$ cat config.mk
export PLATFORM = sky130hd
export DESIGN_NAME = umm_mapper
export DESIGN_NICKNAME = d
export VERILOG_FILES = /design/src/umm_pkg.sv /design/src/umm_mapper.sv
export SDC_FILE = /design/constraint.sdc
export NUM_CORES = 1
export LEC_CHECK = 0
export BUFFER_PORTS_ARGS = -buffer_cell sky130_fd_sc_hd__buf_2
export CAP_MARGIN = 20
export CORE_MARGIN = 2
export CORE_UTILIZATION = 43
export CTS_BUF_LIST = sky130_fd_sc_hd__clkbuf_8 sky130_fd_sc_hd__clkbuf_16
export DETAILED_ROUTE_END_ITERATION = 16
export HOLD_SLACK_MARGIN = 0.12
export MAX_ROUTING_LAYER = met4
export PLACE_DENSITY = 0.92
export REMOVE_ABC_BUFFERS = 1
export SYNTH_ARGS = -nofsm -noshare
export SYNTH_HDL_FRONTEND = slang
export SYNTH_SLANG_ARGS = --single-unit
export TNS_END_PERCENT = 50
$ cat constraint.sdc
create_clock -name core_clk -period 5.39 [get_ports core_clk]
set_input_delay 0.8085 -clock core_clk [delete_from_list [all_inputs] [get_ports core_clk]]
set_output_delay 0.8085 -clock core_clk [all_outputs]
set_load 0.02 [all_outputs]
$ cat src/umm_pkg.sv
// Constants, types and behaviour notes for the unified memory mapper
// Notes on behaviour
// RQ1: Byte mode: code page select 00..11 maps exactly one program page into data space.
// RQ2: Word mode: select 00/01 maps pages zero and one, 10/11 pages two and three.
// RQ3: Byte mode: the selected page may sit in the lower or upper data half.
// RQ4: Pointer width select resets to byte mode on 8-bit cores, word mode on 16-bit.
// RQ5: Fetch from data memory is possible only while upper program enable is 0.
// RQ6: Executing from data memory, flow passes freely between pages zero/one and ROM.
// RQ7: Executing from data memory, pages two and three cannot be fetched.
// RQ8: Utility ROM appears in data space from offset 8000h.
// RQ9: Selected program page or pages appear in data space from offset 0000h.
// RQ10: Data memory is two byte banks sharing a word address; both always read.
// RQ11: Fetch takes the full 16-bit word; data takes the word or one byte.
// RQ12: Byte read: word address drops pointer LSB; LSB then steers the byte.
// RQ13: Byte write: pointer upper bits address word; LSB enables one bank only.
// RQ14: Software must place executable words at even byte addresses.
// RQ15: No segment is ever accessed as program and data at once.
// RQ16: Data memory appears in program space from address A000h.
// RQ17: Program pages zero and one are always fetchable from address 0000h.
// RQ18: Pages two and three are fetchable from 8000h only while upper enable is 1.
// RQ19: Upper enable at 1 blocks fetch from utility ROM and data memory.
// RQ20: Supports 32k (64k) x16 program, 8k x16 utility ROM, 16k x16 SRAM.
// RQ21: Data pointers reach all three areas; execution possible from each.
// RQ22: Physical data memory should stay within word addresses 0000h..3FFFh.
`default_nettype none
package umm_pkg;
    localparam int ADDR_W    = 16;
    localparam int WORD_W    = 16;
    localparam int BYTE_W    = 8;
    localparam int ROM_AW    = 13;
    localparam int SRAM_AW   = 14;
    localparam int ROM_WORDS  = 8192;
    localparam int SRAM_WORDS = 16384;

    localparam logic [ADDR_W-1:0] PROG_ROM_BASE  = 16'h8000;
    localparam logic [ADDR_W-1:0] PROG_SRAM_BASE = 16'ha000;

    // Register file
    localparam int REG_AW = 4;
    localparam logic [REG_AW-1:0] REG_CTRL   = 4'h0;
    localparam logic [REG_AW-1:0] REG_STATUS = 4'h1;
    localparam int CTRL_CPS_LO  = 0;
    localparam int CTRL_PWS     = 2;
    localparam int CTRL_UPE     = 3;
    localparam int CTRL_HALF    = 4;
    localparam int STAT_EXEC_LO = 0;
    localparam int STAT_FFAULT  = 2;
    localparam int STAT_DFAULT  = 3;
    localparam int STAT_CONFL   = 4;
    localparam logic [1:0] CPS_RESET  = 2'h0;
    localparam logic       UPE_RESET  = 1'h0;
    localparam logic       HALF_RESET = 1'h0;

    typedef enum logic [1:0] {
        UMM_SEG_CODE,
        UMM_SEG_ROM,
        UMM_SEG_SRAM,
        UMM_SEG_NONE
    } umm_seg_type;

    typedef struct packed {
        logic              rd;
        logic              wr;
        logic [ADDR_W-1:0] ptr;
        logic [WORD_W-1:0] wdata;
    } umm_dreq_type;

    typedef struct packed {
        umm_seg_type       seg;
        logic [ADDR_W-1:0] waddr;
        logic              lane;
    } umm_map_type;
endpackage : umm_pkg
`default_nettype wire

$ cat src/umm_mapper.sv
// Unified program/data memory mapper with control and status registers
//
// Added by the designer: the address-and-strobe port and the placing of the registers.
`default_nettype none
module umm_mapper
    import umm_pkg::*;
#(
    parameter logic WIDE_CORE = 1'b1
) (
    // Clock and reset
    input  wire logic                 core_clk,
    input  wire logic                 reset,
    // Register port
    input  wire logic [REG_AW-1:0]    reg_addr,
    input  wire logic [WORD_W-1:0]    reg_wdata,
    input  wire logic                 reg_wr,
    input  wire logic                 reg_rd,
    output logic      [WORD_W-1:0]    reg_rdata,
    // Instruction fetch side
    input  wire logic                 fetch_req,
    input  wire logic [ADDR_W-1:0]    fetch_addr,
    output logic                      fetch_valid,
    output logic      [WORD_W-1:0]    fetch_word,
    output logic                      fetch_fault,
    // Data pointer side
    input  wire umm_dreq_type         data_req,
    output logic                      data_ack,
    output logic      [WORD_W-1:0]    data_rdata,
    output logic                      data_fault,
    // Program memory port
    output logic      [ADDR_W-1:0]    code_addr,
    output logic                      code_rd,
    input  wire logic [WORD_W-1:0]    code_rdata,
    // Utility ROM port
    output logic      [ROM_AW-1:0]    rom_addr,
    output logic                      rom_rd,
    input  wire logic [WORD_W-1:0]    rom_rdata,
    // Data SRAM port
    output logic      [SRAM_AW-1:0]   sram_addr,
    output logic                      sram_rd,
    output logic      [1:0]           sram_wen,
    output logic      [WORD_W-1:0]    sram_wdata,
    input  wire logic [WORD_W-1:0]    sram_rdata
);

    function automatic umm_map_type map_fetch(input logic [ADDR_W-1:0] addr,
                                              input logic upe);
        umm_map_type       m;
        logic [ADDR_W-1:0] rel_rom;
        logic [ADDR_W-1:0] rel_sram;
        rel_rom  = addr - PROG_ROM_BASE;
        rel_sram = addr - PROG_SRAM_BASE;
        m.lane   = 1'b0;
        m.waddr  = addr;
        if (!addr[ADDR_W-1] || upe) begin
            m.seg = UMM_SEG_CODE;                               // RQ17 RQ18
        end else if (addr < PROG_SRAM_BASE) begin
            m.seg   = UMM_SEG_ROM;                              // RQ6
            m.waddr = rel_rom;
        end else if (rel_sram < SRAM_WORDS) begin
            m.seg   = UMM_SEG_SRAM;                             // RQ16 RQ5
            m.waddr = rel_sram;
        end else begin
            m.seg = UMM_SEG_NONE;
        end
        return m;
    endfunction : map_fetch

    // Data space halves depend on where code currently runs
    function automatic umm_map_type map_data(input logic [ADDR_W-1:0] ptr,
                                             input logic word_mode,
                                             input umm_seg_type exec,
                                             input logic [1:0] cps,
                                             input logic half_up);
        umm_map_type m;
        umm_seg_type low_seg;
        umm_seg_type high_seg;
        umm_seg_type other;
        logic        code_in;
        logic        code_upper;
        logic [14:0] off;
        off     = word_mode ? ptr[14:0] : {1'b0, ptr[14:1]};    // RQ12 RQ13
        m.lane  = word_mode ? 1'b0 : ptr[0];
        m.waddr = '0;
        unique case (exec)
            UMM_SEG_SRAM: begin
                low_seg  = UMM_SEG_CODE;                        // RQ9 RQ15
                high_seg = UMM_SEG_ROM;                         // RQ8
            end
            UMM_SEG_ROM: begin
                low_seg  = UMM_SEG_SRAM;
                high_seg = UMM_SEG_CODE;
            end
            UMM_SEG_CODE, UMM_SEG_NONE: begin
                low_seg  = UMM_SEG_SRAM;
                high_seg = UMM_SEG_ROM;
            end
        endcase
        code_in    = (low_seg == UMM_SEG_CODE) || (high_seg == UMM_SEG_CODE);
        other      = (low_seg == UMM_SEG_CODE) ? high_seg : low_seg;
        code_upper = word_mode ? (high_seg == UMM_SEG_CODE) : half_up;   // RQ3
        if (code_in) begin
            m.seg = (ptr[ADDR_W-1] == code_upper) ? UMM_SEG_CODE : other;
        end else begin
            m.seg = ptr[ADDR_W-1] ? high_seg : low_seg;
        end
        unique case (m.seg)
            UMM_SEG_CODE: begin
                if (word_mode) begin
                    m.waddr = {cps[1], off};                    // RQ2
                end else begin
                    m.waddr = {cps, off[13:0]};                 // RQ1
                end
            end
            UMM_SEG_ROM: begin
                m.waddr = {1'b0, off};
                if (off >= ROM_WORDS) begin
                    m.seg = UMM_SEG_NONE;                       // RQ20
                end
            end
            UMM_SEG_SRAM: begin
                m.waddr = {1'b0, off};
                if (off >= SRAM_WORDS) begin
                    m.seg = UMM_SEG_NONE;                       // RQ22
                end
            end
            UMM_SEG_NONE: begin
                m.waddr = '0;
            end
        endcase
        return m;
    endfunction : map_data

    // Control state
    logic [1:0]  code_page_select;
    logic        pointer_width_select;
    logic        upper_program_enable;
    logic        byte_half_upper;
    umm_seg_type exec_seg;
    logic        stat_ffault;
    logic        stat_dfault;
    logic        stat_confl;

    // Request decode
    umm_map_type fmap;
    umm_map_type dmap;
    logic        dreq_any;
    logic        conflict;
    logic        f_code;
    logic        f_rom;
    logic        f_sram;
    logic        d_ok;
    logic        d_code;
    logic        d_rom;
    logic        d_sram;
    logic        d_bad;

    assign fmap     = map_fetch(fetch_addr, upper_program_enable);
    assign dmap     = map_data(data_req.ptr, pointer_width_select, exec_seg,
                               code_page_select, byte_half_upper);
    assign dreq_any = data_req.rd || data_req.wr;
    // Fetch wins; the data access is refused rather than stalled
    assign conflict = fetch_req && dreq_any && (fmap.seg == dmap.seg)
                      && (fmap.seg != UMM_SEG_NONE);            // RQ15
    assign f_code   = fetch_req && (fmap.seg == UMM_SEG_CODE);
    assign f_rom    = fetch_req && (fmap.seg == UMM_SEG_ROM);
    assign f_sram   = fetch_req && (fmap.seg == UMM_SEG_SRAM);
    // Code and ROM are read-only through the mapper
    assign d_bad    = (dmap.seg == UMM_SEG_NONE) || conflict
                      || (data_req.wr && (dmap.seg != UMM_SEG_SRAM));
    assign d_ok     = dreq_any && !d_bad;
    assign d_code   = d_ok && (dmap.seg == UMM_SEG_CODE);
    assign d_rom    = d_ok && (dmap.seg == UMM_SEG_ROM);
    assign d_sram   = d_ok && (dmap.seg == UMM_SEG_SRAM);

    // Memory ports
    assign code_addr  = f_code ? fmap.waddr : dmap.waddr;
    assign code_rd    = f_code || d_code;
    assign rom_addr   = f_rom ? fmap.waddr[ROM_AW-1:0] : dmap.waddr[ROM_AW-1:0];
    assign rom_rd     = f_rom || d_rom;
    assign sram_addr  = f_sram ? fmap.waddr[SRAM_AW-1:0] : dmap.waddr[SRAM_AW-1:0];
    assign sram_rd    = f_sram || (d_sram && data_req.rd);     // RQ10
    assign sram_wdata = pointer_width_select ? data_req.wdata
                        : {2{data_req.wdata[BYTE_W-1:0]}};
    always_comb begin
        sram_wen = 2'b00;
        if (d_sram && data_req.wr) begin
            if (pointer_width_select) begin
                sram_wen = 2'b11;
            end else begin
                sram_wen = dmap.lane ? 2'b10 : 2'b01;           // RQ13
            end
        end
    end

    // Control register
    always_ff @(posedge core_clk) begin
        if (reset) begin
            code_page_select     <= CPS_RESET;
            pointer_width_select <= WIDE_CORE;                  // RQ4
            upper_program_enable <= UPE_RESET;
            byte_half_upper      <= HALF_RESET;
        end else if (reg_wr && reg_addr == REG_CTRL) begin
            code_page_select     <= reg_wdata[CTRL_CPS_LO +: 2];
            pointer_width_select <= reg_wdata[CTRL_PWS];
            upper_program_enable <= reg_wdata[CTRL_UPE];
            byte_half_upper      <= reg_wdata[CTRL_HALF];
        end
    end

    // Segment code runs from steers the data map
    always_ff @(posedge core_clk) begin
        if (reset) begin
            exec_seg <= UMM_SEG_CODE;
        end else if (fetch_req && fmap.seg != UMM_SEG_NONE) begin
            exec_seg <= fmap.seg;
        end
    end

    // Sticky status, write one to clear; a new event wins over the clear
    logic clr_hit;
    assign clr_hit = reg_wr && (reg_addr == REG_STATUS);
    always_ff @(posedge core_clk) begin
        if (reset) begin
            stat_ffault <= 1'b0;
            stat_dfault <= 1'b0;
            stat_confl  <= 1'b0;
        end else begin
            stat_ffault <= (fetch_req && fmap.seg == UMM_SEG_NONE)
                           || (stat_ffault && !(clr_hit && reg_wdata[STAT_FFAULT]));
            stat_dfault <= (dreq_any && d_bad)
                           || (stat_dfault && !(clr_hit && reg_wdata[STAT_DFAULT]));
            stat_confl  <= conflict
                           || (stat_confl && !(clr_hit && reg_wdata[STAT_CONFL]));
        end
    end

    // Register read data, valid the cycle after the strobe
    always_ff @(posedge core_clk) begin
        if (reset) begin
            reg_rdata <= '0;
        end else if (reg_rd && reg_addr == REG_CTRL) begin
            reg_rdata <= WORD_W'({byte_half_upper, upper_program_enable,
                                  pointer_width_select, code_page_select});
        end else if (reg_rd && reg_addr == REG_STATUS) begin
            reg_rdata <= WORD_W'({stat_confl, stat_dfault, stat_ffault, exec_seg});
        end else begin
            reg_rdata <= '0;
        end
    end

    // Fetch answer: always the whole word
    always_ff @(posedge core_clk) begin
        if (reset) begin
            fetch_valid <= 1'b0;
            fetch_fault <= 1'b0;
            fetch_word  <= '0;
        end else begin
            fetch_valid <= fetch_req;
            fetch_fault <= fetch_req && (fmap.seg == UMM_SEG_NONE);   // RQ7 RQ19
            if (f_code) begin
                fetch_word <= code_rdata;                       // RQ11
            end else if (f_rom) begin
                fetch_word <= rom_rdata;
            end else if (f_sram) begin
                fetch_word <= sram_rdata;                       // RQ21
            end else begin
                fetch_word <= '0;
            end
        end
    end

    // Data answer: whole word or one steered byte
    logic [WORD_W-1:0] d_word;
    always_comb begin
        d_word = '0;
        if (d_code) begin
            d_word = code_rdata;
        end else if (d_rom) begin
            d_word = rom_rdata;
        end else if (d_sram) begin
            d_word = sram_rdata;
        end
    end

    always_ff @(posedge core_clk) begin
        if (reset) begin
            data_ack   <= 1'b0;
            data_fault <= 1'b0;
            data_rdata <= '0;
        end else begin
            data_ack   <= dreq_any;
            data_fault <= dreq_any && d_bad;
            if (!(data_req.rd && d_ok)) begin
                data_rdata <= '0;
            end else if (pointer_width_select) begin
                data_rdata <= d_word;
            end else if (dmap.lane) begin
                data_rdata <= {{BYTE_W{1'b0}}, d_word[WORD_W-1:BYTE_W]};   // RQ12
            end else begin
                data_rdata <= {{BYTE_W{1'b0}}, d_word[BYTE_W-1:0]};
            end
        end
    end

    // Checks
    a_reset_width_mode: assert property (        // RQ4
        @(posedge core_clk) disable iff (reset)
        $past(reset) |-> pointer_width_select == WIDE_CORE)
        else $error("pointer width select has wrong reset value");

    a_low_pages_fetch: assert property (         // RQ17
        @(posedge core_clk) disable iff (reset)
        (fetch_req && !fetch_addr[ADDR_W-1]) |-> (code_rd && code_addr == fetch_addr))
        else $error("low program pages not fetched at their address");

    a_upper_fetch_block: assert property (       // RQ19
        @(posedge core_clk) disable iff (reset)
        (fetch_req && upper_program_enable && fetch_addr[ADDR_W-1])
        |-> (code_rd && code_addr == fetch_addr && !f_rom && !f_sram))
        else $error("upper enable did not route fetch to upper pages");

    a_no_upper_pages: assert property (          // RQ7
        @(posedge core_clk) disable iff (reset)
        (fetch_req && !upper_program_enable && fetch_addr[ADDR_W-1]) |-> !f_code)
        else $error("upper program pages fetched while disabled");

    a_sram_prog_base: assert property (          // RQ16
        @(posedge core_clk) disable iff (reset)
        (fetch_req && !upper_program_enable && fetch_addr >= PROG_SRAM_BASE
         && fetch_addr < PROG_SRAM_BASE + 16'(SRAM_WORDS))
        |-> (sram_rd && sram_addr == 14'(fetch_addr - PROG_SRAM_BASE)))
        else $error("data memory not seen at its program base");

    a_same_seg_block: assert property (          // RQ15
        @(posedge core_clk) disable iff (reset)
        conflict |=> (data_fault && data_ack && stat_confl && data_rdata == '0))
        else $error("segment used as program and data together");

    a_byte_bank_write: assert property (         // RQ13
        @(posedge core_clk) disable iff (reset)
        (sram_wen != 2'b00 && !pointer_width_select)
        |-> ($onehot(sram_wen) && sram_wen[1] == data_req.ptr[0]
             && sram_addr == data_req.ptr[14:1]))
        else $error("byte write touched the wrong bank");

    a_byte_lane_read: assert property (          // RQ12
        @(posedge core_clk) disable iff (reset)
        (d_sram && data_req.rd && !pointer_width_select && data_req.ptr[0])
        |=> data_rdata == {8'h00, $past(sram_rdata[WORD_W-1:BYTE_W])})
        else $error("high byte not steered onto the data path");

    a_code_page_byte: assert property (          // RQ1
        @(posedge core_clk) disable iff (reset)
        (d_code && !pointer_width_select) |-> code_addr[15:14] == code_page_select)
        else $error("byte mode mapped the wrong program page");

    a_code_page_word: assert property (          // RQ2
        @(posedge core_clk) disable iff (reset)
        (d_code && pointer_width_select)
        |-> (code_addr[15] == code_page_select[1] && code_addr[14:0] == data_req.ptr[14:0]))
        else $error("word mode mapped the wrong page pair");

    a_rom_data_base: assert property (           // RQ8
        @(posedge core_clk) disable iff (reset)
        (data_req.rd && !fetch_req && pointer_width_select && exec_seg == UMM_SEG_SRAM
         && data_req.ptr >= PROG_ROM_BASE && data_req.ptr < PROG_SRAM_BASE)
        |-> (rom_rd && rom_addr == data_req.ptr[ROM_AW-1:0]) ##1 (data_ack && !data_fault))
        else $error("utility ROM not seen at data offset 8000h");

    a_full_fetch_word: assert property (         // RQ11
        @(posedge core_clk) disable iff (reset)
        f_code |=> (fetch_valid && fetch_word == $past(code_rdata)))
        else $error("fetch did not return the whole word");

endmodule : umm_mapper
`default_nettype wire

==> run_results.csv <==
group,metric,value,unit
status,status,"completed",
synth,synth_top_cell_by_area,"dfxtp_1",
timing,fin_skew,0.00811,ns
cts,postCtsHoldBufs,0,
detailed_routing,avgRoutedWirePerCell,15.9,µm
cts,worst_setup_hold_path_clk_slew,0.09,ns
critical_path,crit_path_end_kind,"output pin",
timing,grt_setup_unrepaired,"no",
die,die-width,95.5,µm
critical_path,critical_path_arrival,4.28,ns
power,power,1.22,mW
critical_path,worst-setup-path-type,"reg2out",
synth,synthCells,460,
detailed_routing,drt_iter0_drc,205,
cts,cts.repair_timing.setup_buffer_count,0,
cts,tritoncts,"done",
critical_path,maximum_single_stage_delay_on_the_critical_path,0.57,ns
critical_path,critPathLaunchType,"flop",
synth,synth_flop_cell,"dfxtp_1",
timing,tns,0,ns
synth,syn_avg_cell_area,7.82,µm²
synth,synth_top_area_share,28.4,%
power,irDropWorstVdd,0.112,mV
cells_and_area,finish.net_count,775,
timing,crit_share_post_route,94.4,%
min_path,holdPathStages,2,
detailed_routing,via_count,4225,
cells_and_area,finalCoreUtilization,57.6,%
synth,synth-edff-count,0,
timing,max_freq,0.197,GHz
cts,cts.path.max_buffers,2,
die,io_pins,239,
cts,clk_latency,0.30,ns
cells_and_area,drive_above_1_share,42.2,%
timing,worst_slew_pin_slew,0.907,ns
detailed_routing,remaining_drc_errors,0,
global_routing,number_of_antenna_violations_at_the_first_check_in_global_routing,0,
critical_path,timing.rr.end,"data_rdata[5]$_SDFF_PP0_",
placed_design,dpl_worst_slack,0.542,ns
timing,min_setup_slack_post_route,0.302,ns
global_routing,vias_in_the_first_global_route,3909,
cells_and_area,instances_no_fill,750,
synth,postSynthRegisterBits,51,
detailed_routing,wirelength,11.9,mm
min_path,min-delay-start,"stat_confl$_SDFF_PP0_",
die,fp-row-count,33,
min_path,hold_end,"stat_confl$_SDFF_PP0_",
timing,final-setup-viol-count,0,
timing,max-slew-margin-rel,39.5,%
global_routing,overflow,0,
power,p_per_area,259,mW/mm²
critical_path,critical_path.cell_chain,"inv_1, ha_1, or3b_2, a21oi_1, or2_2, inv_1, ha_1, nor2_1, nor4_1, or3_1, a21boi_4, o2111a_1, buf_2",
detailed_routing,vias_per_cell,5.63,
cts,cts_htree_levels,2,
synth,synth.cell_area,0.00360,mm²
critical_path,worst_reg2reg_startpoint,"exec_seg[0]$_SDFFE_PP0P_",
synth,ys_seq_area_share,28.4,%
synth,synth_top_cells_by_area,"dfxtp_1 28%, nand2_1 8.7%, mux2_2 7.5%",
placed_design,routabilityCongestion,0.897,
critical_path,worst-r2r-cell-count,13,
critical_path,critical_path_peak_fanout,19,
die,initial_core_util,44.0,%
timing,report.final.hold_viol_count,0,
global_routing,grt_first_pass_wirelength,17.8,mm
die,core_area,0.00818,mm²
timing,period_needed,5.09,ns
global_routing,grt.total_usage,25.1,%
cells_and_area,insertedDiodeCount,0,
cts,cts_resized,0,
die,die_area,0.00911,mm²
die,dieHeight,95.5,µm
detailed_routing,firstDrtPassIters,7,
detailed_routing,antenna_violating_nets_post_route,0,
cts,cts_buffer_count,5,
placed_design,dp.final_hpwl,8.93,mm
synth,ys_warn_count,0,
synth,synth_async_sr_flop_share,0,%
timing,maxSlewViolCount,0,
power,power.static_leakage,2.22,nW
synth,ys_types,55,
critical_path,slowest_stage,"a21boi_4",
placed_design,port_buffers,216,
cells_and_area,area_growth_syn_to_layout,30.9,%
synth,yosys.cell_count.top_type,"nand2_1",
placed_design,dp.cells,742,
synth,commonest_cells_in_the_netlist,"83 x nand2_1, 51 x dfxtp_1, 41 x o21ai_0",
job,drv_cap,0,
cts,clkSinkCount,51,
min_path,tightest_hold_check_type,"reg2reg",
global_routing,maximum_number_of_pins_on_one_net_before_global_route_repair,45,
cts,clk_root_buffer_cell,"clkbuf_8",
critical_path,cp.required,4.58,ns
critical_path,rrSetupSlack,1.02,ns
==> metrics by stage <==
stage	hold WS, ns	area (µm²)
detailed placement	0.461	4590
finish	0.473	4710
global route	0.494	4710
global placement	0.444	4590
floorplan	0.425	3330
CTS	0.475	4710
==> state kept, by name, indices dropped and copies added (netlist names), 2 cells and up <==
register,count
data_rdata,16
fetch_word,16
reg_rdata,5
code_page_select,2
exec_seg,2
==> cells by family after synthesis <==
group | count (synthesis) | synth area share, %
compound gates | 136 | 26.9
xor+xnor | 2 | 0.487
fa+ha+maj | 8 | 2.78
buf+inv | 65 | 9.60
flops | 51 | 28.4
mux | 36 | 11.0
other cells | 1 | 0.104
simple gates | 161 | 20.8
==> critical path, delay by kind of cell, from the launching register on <==
family / cells / cell delay (ns)
buf+inv: 3 / 0.31
fa+ha+maj: 2 / 0.78
simple gates: 5 / 1.40
flops: 1 / 0.39
compound gates: 3 / 1.08
==> layer usage <==
metal	wire length, µm	GRT usage [%]	up-vias
li1	-	-	1987
met1	4680	27.8	1970
met2	5990	45.8	242
met3	928	2.61	26
met4	291	10.4	0
met5	0	-	-
==> layout make-up <==
type / count / area, µm²
clock buffers: 5 / 68.8
clock inverters: 3 / 43.8
fillers: 722 / 3470
inverters: 11 / 41.3
multi-input cells: 354 / 2280
flip-flops and latches: 51 / 1020
well taps: 105 / 131
repair buffers: 221 / 1120
==> power breakdown <==
part           total, mW  internal (mW)  switching, mW
combinational      0.546          0.200          0.346
sequential         0.401          0.394        0.00631
clock              0.273          0.139          0.134
==> worst max-delay path by stage <==
| stage | startpoint | to | slack [ns] | cells after the start |
|---|---|---|---|---|
| floorplan | fetch_addr[13] | rom_rd | 0.36 | 6 |
| global placement | data_req[31] | sram_wen[1] | 0.64 | 12 |
| detailed placement | data_req[31] | sram_wen[1] | 0.54 | 12 |
| CTS | exec_seg[0]$_SDFFE_PP0P_ | sram_wen[1] | 0.37 | 13 |
| global route | exec_seg[0]$_SDFFE_PP0P_ | sram_wen[1] | 0.09 | 13 |
| finish | exec_seg[0]$_SDFFE_PP0P_ | sram_wen[1] | 0.30 | 13 |
==> layout by cell type, fill, tap and decap left out, types with 6 or more instances in the layout <==
cell / count
inv_1: 10
dfxtp_1: 51
mux2i_1: 11
nor2_1: 34
o32ai_1: 7
ha_1: 8
a21oi_1: 29
o2111ai_1: 8
mux2_2: 24
nor3_1: 14
nand2b_1: 6
conb_1: 11
nand2_1: 83
o21ai_0: 41
a221o_1: 8
a22oi_1: 16
buf_2: 216
a2bb2oi_1: 8
No activity file was read; power rests on OpenSTA's default activity.
